--- src/osc_ctrl_pkg.sv ---
// Purpose: Constants and types for the oscillator control and status block.
// Assumes: APB slave with 32-bit data, one aligned word per register.
// Notes: Register offsets are byte addresses.
//
// What this block does
// Bits 10 to 8 hold the requested new clock source; 000 is the fast RC and 001 the fast RC through the PLL.
// Code 010 selects the primary oscillator directly and code 011 the primary oscillator through the PLL.
// Code 100 selects the secondary oscillator and code 101 the low-power RC oscillator.
// Code 110 selects the fast RC oscillator followed by a fixed divide-by-16.
// Code 111 selects the fast RC oscillator followed by a programmable divide-by-n.
// The clock lock bit 7 acts only when the switch configuration is 0b01, and then blocks clock switching.
// With the clock lock bit clear, clock-switch requests may change the system clock source.
// With the pin-select lock bit 6 set, writes to the pin-select mapping registers are ignored.
// With the pin-select lock bit clear, writes to the pin-select mapping registers are accepted.
// The PLL lock status bit 5 is read-only and writes do not change it.
// The PLL lock status bit reads one when the PLL is locked or its start-up timer has expired.
// It reads zero when the PLL is out of lock, still starting up or disabled.
// Bit 4 is unimplemented and always reads zero.
// The clock-fail flag at bit 3 is set when the fail-safe monitor detects a clock failure.
// Software may read the clock-fail flag and clear it by writing, and the flag then clears.
// Once set, the clock-fail flag holds until software clears it or reset occurs.
package osc_ctrl_pkg;
    // Register byte offsets
    localparam logic [7:0] OSC_CTRL_OFS = 8'h00;
    localparam logic [7:0] INT_STATUS_OFS = 8'h04;
    localparam logic [7:0] INT_MASK_OFS = 8'h08;
    localparam logic [7:0] PIN_MAP0_OFS = 8'h0c;
    localparam logic [7:0] PIN_MAP1_OFS = 8'h10;
    // Control register field positions
    localparam int SRC_SEL_LSB = 8;
    localparam int SRC_SEL_MSB = 10;
    localparam int CLK_LOCK_BIT = 7;
    localparam int PIN_LOCK_BIT = 6;
    localparam int PLL_LOCK_BIT = 5;
    localparam int UNIMP_BIT = 4;
    localparam int FAIL_BIT = 3;
    // Interrupt status bit positions
    localparam int EV_CLOCK_FAIL = 0;
    localparam int EV_LOCK_LOST = 1;
    localparam int NUM_EVENTS = 2;
    // Values after reset
    localparam logic [2:0] SRC_SEL_RESET = 3'h0;
    localparam logic [15:0] PIN_MAP_RESET = 16'h0000;
    localparam logic [NUM_EVENTS-1:0] INT_MASK_RESET = 2'h0;
    // Switch configuration value under which the clock lock acts
    localparam logic [1:0] CKSM_SWITCH_ONLY = 2'h1;
    localparam int SYNC_STAGES = 2;
    // New clock source encodings
    typedef enum logic [2:0] {
        SRC_FAST_RC = 3'h0,
        SRC_FAST_RC_PLL = 3'h1,
        SRC_PRI = 3'h2,
        SRC_PRI_PLL = 3'h3,
        SRC_SEC = 3'h4,
        SRC_LOW_POWER_RC = 3'h5,
        SRC_FAST_RC_DIV16 = 3'h6,
        SRC_FAST_RC_DIVN = 3'h7
    } new_source_t;
    // Oscillator family driven by the selection
    typedef enum logic [1:0] {
        OSC_FAST_RC = 2'h0,
        OSC_PRIMARY = 2'h1,
        OSC_SECONDARY = 2'h2,
        OSC_LOW_POWER_RC = 2'h3
    } osc_family_t;
    // Post-divider applied after the fast RC oscillator
    typedef enum logic [1:0] {
        DIV_NONE = 2'h0,
        DIV_BY_16 = 2'h1,
        DIV_BY_N = 2'h2
    } post_div_t;
endpackage : osc_ctrl_pkg

--- src/osc_status_if.sv ---
// Purpose: Carries synchronised status levels from the input stage to the register logic.
// Assumes: One clock domain, clk_sys.
// Notes: All members are levels already past two flip-flops.
`timescale 1ns/10ps
interface osc_status_if;
    logic clock_fail; // Monitor reports a failed clock
    logic pll_locked; // PLL in lock
    logic pll_startup_done; // PLL start-up timer expired
    logic pll_enabled; // PLL powered and running
    logic [1:0] cksm_cfg; // Switch and monitor configuration
    modport src (output clock_fail, pll_locked, pll_startup_done, pll_enabled, cksm_cfg);
    modport dst (input clock_fail, pll_locked, pll_startup_done, pll_enabled, cksm_cfg);
endinterface : osc_status_if

--- src/osc_ctrl.sv ---
// Purpose: Oscillator control and status register block behind an APB slave.
// Assumes: Status pins are asynchronous and pass the input synchroniser.
// Notes: Zero-wait APB; pready rises in the access phase of every transfer.
//
// Implementation choices: the register offsets and the APB interface to the registers.
`timescale 1ns/10ps
module osc_ctrl (
    input wire logic clk_sys, // System clock, 25 MHz
    input wire logic rst, // Synchronous reset, active high
    input wire logic psel, // APB select
    input wire logic penable, // APB enable
    input wire logic pwrite, // APB direction, high for write
    input wire logic [7:0] paddr, // APB byte address
    input wire logic [31:0] pwdata, // APB write data
    output logic [31:0] prdata, // APB read data
    output logic pready, // APB ready
    output logic pslverr, // APB error on unmapped address
    input wire logic clock_fail_pin, // Fail-safe monitor failure level
    input wire logic pll_locked_pin, // PLL lock detector
    input wire logic pll_startup_done_pin, // PLL start-up timer expired
    input wire logic pll_enabled_pin, // PLL enabled
    input wire logic [1:0] cksm_cfg_pin, // Configuration word switch field
    output logic [2:0] new_clock_source_select, // Requested source code
    output logic [1:0] osc_family, // Decoded oscillator family
    output logic pll_select, // Requested source uses the PLL
    output logic [1:0] post_divider, // Decoded fast RC post-divider
    output logic clock_switch_allowed, // Switching permitted
    output logic [15:0] pin_map0, // Pin-select mapping word 0
    output logic [15:0] pin_map1, // Pin-select mapping word 1
    output logic irq // Level interrupt
);
    osc_status_if stat ();

    localparam int NUM_EVENTS_W = osc_ctrl_pkg::NUM_EVENTS;

    logic [2:0] src_sel_reg;
    logic clock_source_lock_reg;
    logic pin_select_write_lock_reg;
    logic clock_fail_flag;
    logic pll_lock_status;
    logic pll_lock_prev_reg;
    logic lock_effective;
    logic [NUM_EVENTS_W-1:0] int_status;
    logic [NUM_EVENTS_W-1:0] int_mask_reg;
    logic [NUM_EVENTS_W-1:0] event_set;
    logic [NUM_EVENTS_W-1:0] event_clr;
    logic [15:0] pin_map0_reg;
    logic [15:0] pin_map1_reg;
    logic setup_phase;
    logic wr_access;
    logic addr_hit;
    logic [31:0] rd_next;
    logic [15:0] ctrl_view;
    logic fail_clear;

    osc_input_sync u_sync (
        .clk_sys(clk_sys),
        .rst(rst),
        .pins_async({cksm_cfg_pin, pll_enabled_pin, pll_startup_done_pin, pll_locked_pin, clock_fail_pin}),
        .stat(stat)
    );

    // Bus phase decode; a write lands only on the access edge with pready high
    assign setup_phase = psel && !penable;
    assign wr_access = psel && penable && pready && pwrite;

    // lock status source
    // zero when disabled
    assign pll_lock_status = stat.pll_enabled && (stat.pll_locked || stat.pll_startup_done);

    // lock qualified by config
    assign lock_effective = clock_source_lock_reg && (stat.cksm_cfg == osc_ctrl_pkg::CKSM_SWITCH_ONLY);

    // Control register view; reserved bits read zero
    always_comb begin
        ctrl_view = 16'h0000;
        ctrl_view[osc_ctrl_pkg::SRC_SEL_MSB:osc_ctrl_pkg::SRC_SEL_LSB] = src_sel_reg;
        ctrl_view[osc_ctrl_pkg::CLK_LOCK_BIT] = clock_source_lock_reg;
        ctrl_view[osc_ctrl_pkg::PIN_LOCK_BIT] = pin_select_write_lock_reg;
        // read-only lock bit
        ctrl_view[osc_ctrl_pkg::PLL_LOCK_BIT] = pll_lock_status;
        // unimplemented reads zero
        ctrl_view[osc_ctrl_pkg::UNIMP_BIT] = 1'b0;
        ctrl_view[osc_ctrl_pkg::FAIL_BIT] = clock_fail_flag;
    end

    // Read mux and address decode, evaluated in the setup cycle
    always_comb begin
        rd_next = 32'h00000000;
        addr_hit = 1'b1;
        case (paddr)
            osc_ctrl_pkg::OSC_CTRL_OFS: begin
                rd_next = {16'h0000, ctrl_view};
            end
            osc_ctrl_pkg::INT_STATUS_OFS: begin
                rd_next = {30'h0000000, int_status};
            end
            osc_ctrl_pkg::INT_MASK_OFS: begin
                rd_next = {30'h0000000, int_mask_reg};
            end
            osc_ctrl_pkg::PIN_MAP0_OFS: begin
                rd_next = {16'h0000, pin_map0_reg};
            end
            osc_ctrl_pkg::PIN_MAP1_OFS: begin
                rd_next = {16'h0000, pin_map1_reg};
            end
            default: begin
                addr_hit = 1'b0;
            end
        endcase
    end

    // Answer registered at setup so the access phase sees it at once
    always_ff @(posedge clk_sys) begin
        if (rst) begin
            pready <= 1'b0;
            pslverr <= 1'b0;
            prdata <= 32'h00000000;
        end else begin
            pready <= setup_phase;
            pslverr <= setup_phase && !addr_hit;
            prdata <= (setup_phase && !pwrite) ? rd_next : 32'h00000000;
        end
    end

    // Control fields; the source field freezes while the lock acts
    always_ff @(posedge clk_sys) begin
        if (rst) begin
            src_sel_reg <= osc_ctrl_pkg::SRC_SEL_RESET;
            clock_source_lock_reg <= 1'b0;
            pin_select_write_lock_reg <= 1'b0;
        end else if (wr_access && paddr == osc_ctrl_pkg::OSC_CTRL_OFS) begin
            // switch blocked
            // switch permitted
            if (!lock_effective) begin
                src_sel_reg <= pwdata[osc_ctrl_pkg::SRC_SEL_MSB:osc_ctrl_pkg::SRC_SEL_LSB];
            end
            clock_source_lock_reg <= pwdata[osc_ctrl_pkg::CLK_LOCK_BIT];
            pin_select_write_lock_reg <= pwdata[osc_ctrl_pkg::PIN_LOCK_BIT];
        end
    end

    // write zero clears
    assign fail_clear = wr_access && paddr == osc_ctrl_pkg::OSC_CTRL_OFS && !pwdata[osc_ctrl_pkg::FAIL_BIT];

    // monitor sets flag
    // held until cleared
    sticky_flag u_fail (
        .clk_sys(clk_sys),
        .rst(rst),
        .set(stat.clock_fail),
        .clr(fail_clear),
        .q(clock_fail_flag)
    );

    // Remember lock status to catch a loss of lock
    always_ff @(posedge clk_sys) begin
        if (rst) begin
            pll_lock_prev_reg <= 1'b0;
        end else begin
            pll_lock_prev_reg <= pll_lock_status;
        end
    end

    // Interrupt events; status bits clear by writing a one
    always_comb begin
        event_set = '0;
        event_set[osc_ctrl_pkg::EV_CLOCK_FAIL] = stat.clock_fail;
        event_set[osc_ctrl_pkg::EV_LOCK_LOST] = pll_lock_prev_reg && !pll_lock_status;
        event_clr = (wr_access && paddr == osc_ctrl_pkg::INT_STATUS_OFS) ? pwdata[NUM_EVENTS_W-1:0] : '0;
    end

    generate
        for (genvar i = 0; i < NUM_EVENTS_W; i++) begin : g_ev
            sticky_flag u_ev (
                .clk_sys(clk_sys),
                .rst(rst),
                .set(event_set[i]),
                .clr(event_clr[i]),
                .q(int_status[i])
            );
        end
    endgenerate

    // Mask register
    always_ff @(posedge clk_sys) begin
        if (rst) begin
            int_mask_reg <= osc_ctrl_pkg::INT_MASK_RESET;
        end else if (wr_access && paddr == osc_ctrl_pkg::INT_MASK_OFS) begin
            int_mask_reg <= pwdata[NUM_EVENTS_W-1:0];
        end
    end

    // Pin-select mapping words; locking guards against stray firmware writes
    always_ff @(posedge clk_sys) begin
        if (rst) begin
            pin_map0_reg <= osc_ctrl_pkg::PIN_MAP_RESET;
            pin_map1_reg <= osc_ctrl_pkg::PIN_MAP_RESET;
        end else if (wr_access && !pin_select_write_lock_reg) begin
            // locked writes ignored
            // unlocked writes accepted
            if (paddr == osc_ctrl_pkg::PIN_MAP0_OFS) begin
                pin_map0_reg <= pwdata[15:0];
            end
            if (paddr == osc_ctrl_pkg::PIN_MAP1_OFS) begin
                pin_map1_reg <= pwdata[15:0];
            end
        end
    end

    // Decoded source outputs, registered so every output leaves a flop
    always_ff @(posedge clk_sys) begin
        if (rst) begin
            new_clock_source_select <= osc_ctrl_pkg::SRC_SEL_RESET;
            osc_family <= osc_ctrl_pkg::OSC_FAST_RC;
            pll_select <= 1'b0;
            post_divider <= osc_ctrl_pkg::DIV_NONE;
        end else begin
            new_clock_source_select <= src_sel_reg;
            case (osc_ctrl_pkg::new_source_t'(src_sel_reg))
                // fast RC codes
                osc_ctrl_pkg::SRC_FAST_RC, osc_ctrl_pkg::SRC_FAST_RC_PLL: begin
                    osc_family <= osc_ctrl_pkg::OSC_FAST_RC;
                    pll_select <= src_sel_reg[0];
                    post_divider <= osc_ctrl_pkg::DIV_NONE;
                end
                // primary codes
                osc_ctrl_pkg::SRC_PRI, osc_ctrl_pkg::SRC_PRI_PLL: begin
                    osc_family <= osc_ctrl_pkg::OSC_PRIMARY;
                    pll_select <= src_sel_reg[0];
                    post_divider <= osc_ctrl_pkg::DIV_NONE;
                end
                // secondary oscillator
                osc_ctrl_pkg::SRC_SEC: begin
                    osc_family <= osc_ctrl_pkg::OSC_SECONDARY;
                    pll_select <= 1'b0;
                    post_divider <= osc_ctrl_pkg::DIV_NONE;
                end
                // low-power RC
                osc_ctrl_pkg::SRC_LOW_POWER_RC: begin
                    osc_family <= osc_ctrl_pkg::OSC_LOW_POWER_RC;
                    pll_select <= 1'b0;
                    post_divider <= osc_ctrl_pkg::DIV_NONE;
                end
                // fixed divide-by-16
                osc_ctrl_pkg::SRC_FAST_RC_DIV16: begin
                    osc_family <= osc_ctrl_pkg::OSC_FAST_RC;
                    pll_select <= 1'b0;
                    post_divider <= osc_ctrl_pkg::DIV_BY_16;
                end
                // programmable divide-by-n
                default: begin
                    osc_family <= osc_ctrl_pkg::OSC_FAST_RC;
                    pll_select <= 1'b0;
                    post_divider <= osc_ctrl_pkg::DIV_BY_N;
                end
            endcase
        end
    end

    // Switch permission and outputs that mirror registers
    always_ff @(posedge clk_sys) begin
        if (rst) begin
            clock_switch_allowed <= 1'b0;
            pin_map0 <= osc_ctrl_pkg::PIN_MAP_RESET;
            pin_map1 <= osc_ctrl_pkg::PIN_MAP_RESET;
            irq <= 1'b0;
        end else begin
            // allowed unless locked
            clock_switch_allowed <= !lock_effective;
            pin_map0 <= pin_map0_reg;
            pin_map1 <= pin_map1_reg;
            irq <= |(int_status & int_mask_reg);
        end
    end
endmodule : osc_ctrl

--- src/osc_input_sync.sv ---
// Purpose: Brings the asynchronous status pins into clk_sys.
// Assumes: Each pin is a slow level.
// Notes: Only the second stage is visible outside.
`timescale 1ns/10ps
module osc_input_sync (
    input wire logic clk_sys, // System clock
    input wire logic rst, // Synchronous reset, active high
    input wire logic [5:0] pins_async, // Raw status pins
    osc_status_if.src stat // Synchronised levels
);
    logic [5:0] stage1_reg;
    logic [5:0] stage2_reg;

    // Two flops per pin; the first stage feeds only the second
    always_ff @(posedge clk_sys) begin
        if (rst) begin
            stage1_reg <= 6'h00;
            stage2_reg <= 6'h00;
        end else begin
            stage1_reg <= pins_async;
            stage2_reg <= stage1_reg;
        end
    end

    assign stat.clock_fail = stage2_reg[0];
    assign stat.pll_locked = stage2_reg[1];
    assign stat.pll_startup_done = stage2_reg[2];
    assign stat.pll_enabled = stage2_reg[3];
    assign stat.cksm_cfg = stage2_reg[5:4];
endmodule : osc_input_sync

--- src/sticky_flag.sv ---
// Purpose: One sticky flag, set by hardware and cleared by software.
// Assumes: Set and clear are single-cycle or level terms on clk_sys.
// Notes: Set beats clear so an event in the clearing cycle survives.
`timescale 1ns/10ps
module sticky_flag (
    input wire logic clk_sys, // System clock
    input wire logic rst, // Synchronous reset, active high
    input wire logic set, // Hardware event
    input wire logic clr, // Software clear
    output logic q // Flag value
);
    // Set wins over clear; holds otherwise
    always_ff @(posedge clk_sys) begin
        if (rst) begin
            q <= 1'b0;
        end else if (set) begin
            q <= 1'b1;
        end else if (clr) begin
            q <= 1'b0;
        end
    end
endmodule : sticky_flag

--- config.mk ---
export PLATFORM = sky130hd
export DESIGN_NAME = osc_ctrl
export DESIGN_NICKNAME = d
export VERILOG_FILES = /design/src/osc_ctrl_pkg.sv /design/src/osc_status_if.sv /design/src/osc_ctrl.sv /design/src/osc_input_sync.sv /design/src/sticky_flag.sv
export SDC_FILE = /design/constraint.sdc
export NUM_CORES = 1
export LEC_CHECK = 0
export ABC_CLOCK_PERIOD_IN_PS = 3530
export BUFFER_PORTS_ARGS = -buffer_cell sky130_fd_sc_hd__buf_2
export CAP_MARGIN = 20
export CORE_MARGIN = 3
export CORE_UTILIZATION = 47
export DETAILED_ROUTE_END_ITERATION = 8
export GPL_ROUTABILITY_DRIVEN = 0
export PLACE_DENSITY = 0.77
export SYNTH_ARGS = -nofsm -noshare
export SYNTH_HDL_FRONTEND = slang
export SYNTH_HIERARCHICAL = 1
export SYNTH_SLANG_ARGS = --single-unit
--- constraint.sdc ---
create_clock -name clk_sys -period 3.53 [get_ports clk_sys]
set_input_delay 0.706 -clock clk_sys [delete_from_list [all_inputs] [get_ports clk_sys]]
set_output_delay 0.706 -clock clk_sys [all_outputs]
set_load 0.05 [all_outputs]
==> out/summary.txt <==
Yosys cell types = 40
Fin nets = 560
Synth Area in Compound Gates = 0.106
Comb pwr share = 0.040
Gr usage total = 0.185
Iteration-0 DRC Markers = 188
Setup TNS = 0 ns
Largest family of logic cells by synthesized area = simple AND/OR/NAND/NOR gates
Synth Area in Adders = 0
Most frequent cells in the layout = dfxtp_1, buf_2, nand2_1
Worst-case reg-to-reg path depth = 4
VDD IR-drop max = 298 uV
Filler cells = 724
Vias in the first global route = 2927
Post-DP HPWL = 5.98 mm
Hold_ws = 0.412 ns
DR pass1 iterations = 4
Clk_lat worst skew = 0.51 ns
Int Pwr = 2.51 mW
Global route total overflow = 0
WL per Instance = 14.2 um
Core Region = 8380 um^2
First-pass GRT wire length = 14.3 mm
# diodes = 0
Initial antenna violation count = 0
Post-layout util = 0.616
Synthesized area per cell = 9.85 um^2
Synth Area in XOR/XNOR = 0
Leakage = 2.25 nW
Max Slew Vio Count = 0
Crit path cell chain = buf_2 -> nor4_1 -> nand4_1 -> nand2_1 -> a21oi_2
Initial Utilization = 0.491
R2r setup slk = 1.63 ns
Final worst slack = 1.41 ns
Worst relative slew slack = 0.425
Syn-to-layout area delta = 25.3%
Cells after Synth = 418
Max Freq = 0.472 GHz
Critical R2R Capture = pin_map1_reg[7]$_SDFFE_PP0P_
M1 wire length = 3.85 mm
Period utilization = 0.600
Critical path class = in -> reg
Post-CTS setup buffer count = 0
Min Tclk post-route = 2.12 ns
Hold Fails Final Rpt = 0
Synth Cell Area = 4120 um^2
CP Capture Type = flop
Hold Path Class = in -> reg
Hold path startpoint = cksm_cfg_pin[0]
Reg power frac = 0.411
Pre-CTS setup slack = 0.951 ns
Register area share after synthesis = 0.559
TritonCTS clock tree = done
Simple-gate share of the synthesized area = 0.251
Via density per instance = 4.98
Hold path depth = 2
Final ANT Viol Nets = 0
Post-CTS sizing = 0
Switch share = 0.214
Clock root buffer = clkbuf_8
Largest stage delay, worst path = 0.75 ns
Via count = 3122
CP delay by family, top = simple AND/OR/NAND/NOR gates
Met2 wire len = 4.26 mm
Chip height = 99.6 um
Share of cells above drive strength 1 = 0.293
RR Startpoint = pready$_SDFF_PP0_
Area leader, netlist = dfxtp_1
RSZ-0062 raised after global routing = false
Endpoints failing setup = 0
Hold_buf cts = 0
Deepest clock path buffer count = 2
DRC violations left = 0
Psw = 682 uW
Post-synthesis mux area share = 0.0173
Synth area leaders = dfxtp_1, nor2b_1, nand2_1, buf_4, nand2b_1
Worst Path Max Fanout = 16
Slowest CP cell = nand4_1
Synth Warn # = 6
Register bit total from synthesis = 115
Num ports = 127
Clk sinks = 115
Rows = 33
Total Routed Length = 8.90 mm
Worst-margin pin slew = 0.863 ns
Critical path arrival = 2.47 ns
Routed wl met3 = 746 um
H-tree lvl count = 4
P per Cell Area = 618 nW/um^2
Largest net degree at the start of global routing = 47
Startpoint Class = primary input
Clk pwr share = 0.549
Layout Skew = 0.00578 ns
Clock-pin slew on the worst setup and hold paths = 0.06 ns
Worst Path Buf+Inv = 1
Cts bufs inserted = 17
Outcome = finished, final reports clean
Worst Hold End = u_sync/stage1_reg[4]$_SDFF_PP0_
Die width = 99.6 um
Top cell type's share of synthesized area = 0.559
Final total power = 3.19 mW
Required @ worst endpoint = 3.88 ns
Highest Signal Layer = met4
Max Cap Viol = 0
Most common cell after layout, fill and taps aside = dfxtp_1
DIE AREA = 9920 um^2
IO Port Bufs = 94
## area by class of cell
type	count	area, um^2	area share
flip-flops and latches	115	2300	0.446
multi-input cells	272	1600	0.310
repair buffers	96	485	0.0940
clock buffers	20	435	0.0843
clock inverters	12	180	0.0349
well taps	105	131	0.0254
inverters	7	26.3	0.00509
## metal layers
metal / GRT usage / vias up
met2: 0.292 / 120
met1: 0.232 / 1453
met4: 0.0630 / 0
met5: 0 / -
met3: 0.0701 / 10
li1: - / 1539
## power groups by stage
stage / Clock (mW) / Sequential, mW / Combinational, mW
floorplan: 0 / 1.34 / 0.0983
CTS: 1.78 / 1.31 / 0.128
global placement: 0 / 1.34 / 0.124
detailed placement: 0 / 1.34 / 0.127
finish: 1.75 / 1.31 / 0.128
global route: 1.85 / 1.31 / 0.138
## synth_stat cells (all sizes together)
master,instances
nor2b,48
a22o,8
nor3,4
mux2i,6
and3b,2
or4,1
clkbuf,13
nor3b,1
nor4,2
and4,4
nand4,4
a22oi,15
nor4b,1
dfxtp,115
a21oi,22
nand3b,1
nand4b,1
nor2,30
and2,3
inv,7
mux2,1
o21ai,24
and2b,2
nand2,49
or2,1
conb,1
and3,3
buf,26
nand3,2
or3b,1
nand2b,20
## worst register-to-register path, delay by kind of cell, from the launching register on
kind	cells	cell delay, ns
and+or+nand+nor	3	1.36
DFF	1	0.32
AOI/OAI and AO/OA	1	0.07
## stage by stage
step,cell area (um^2),instances
floorplan,4180,433
CTS,5160,627
finish,5160,627
global route,5160,627
detailed placement,4550,595
global placement,4550,595
## logic make-up (layout without fill, tap and decap cells)
family | Yosys count | after routing
AO/OA/AOI/OAI | 69 | 69
buffers and inverters | 46 | 135
flip-flops | 115 | 115
multiplexers | 7 | 7
other | 1 | 16
AND/OR/NAND/NOR | 180 | 180
## worst max path at each step
stage / start / end / slack, ns / cells past startpoint
6_report: paddr[1] / pin_map1_reg[7]$_SDFFE_PP0P_ / 1.41 / 5
5_1_grt: paddr[1] / pin_map1_reg[7]$_SDFFE_PP0P_ / 1.33 / 5
4_1_cts: paddr[1] / pin_map1_reg[7]$_SDFFE_PP0P_ / 1.47 / 5
3_5_place_dp: paddr[1] / pin_map1_reg[6]$_SDFFE_PP0P_ / 0.95 / 5
3_3_place_gp: paddr[1] / pin_map1_reg[7]$_SDFFE_PP0P_ / 1.06 / 5
2_1_floorplan: paddr[1] / u_fail/q$_SDFFE_PP0P_ / 1.56 / 6
Power figures use the tool's default switching activity.
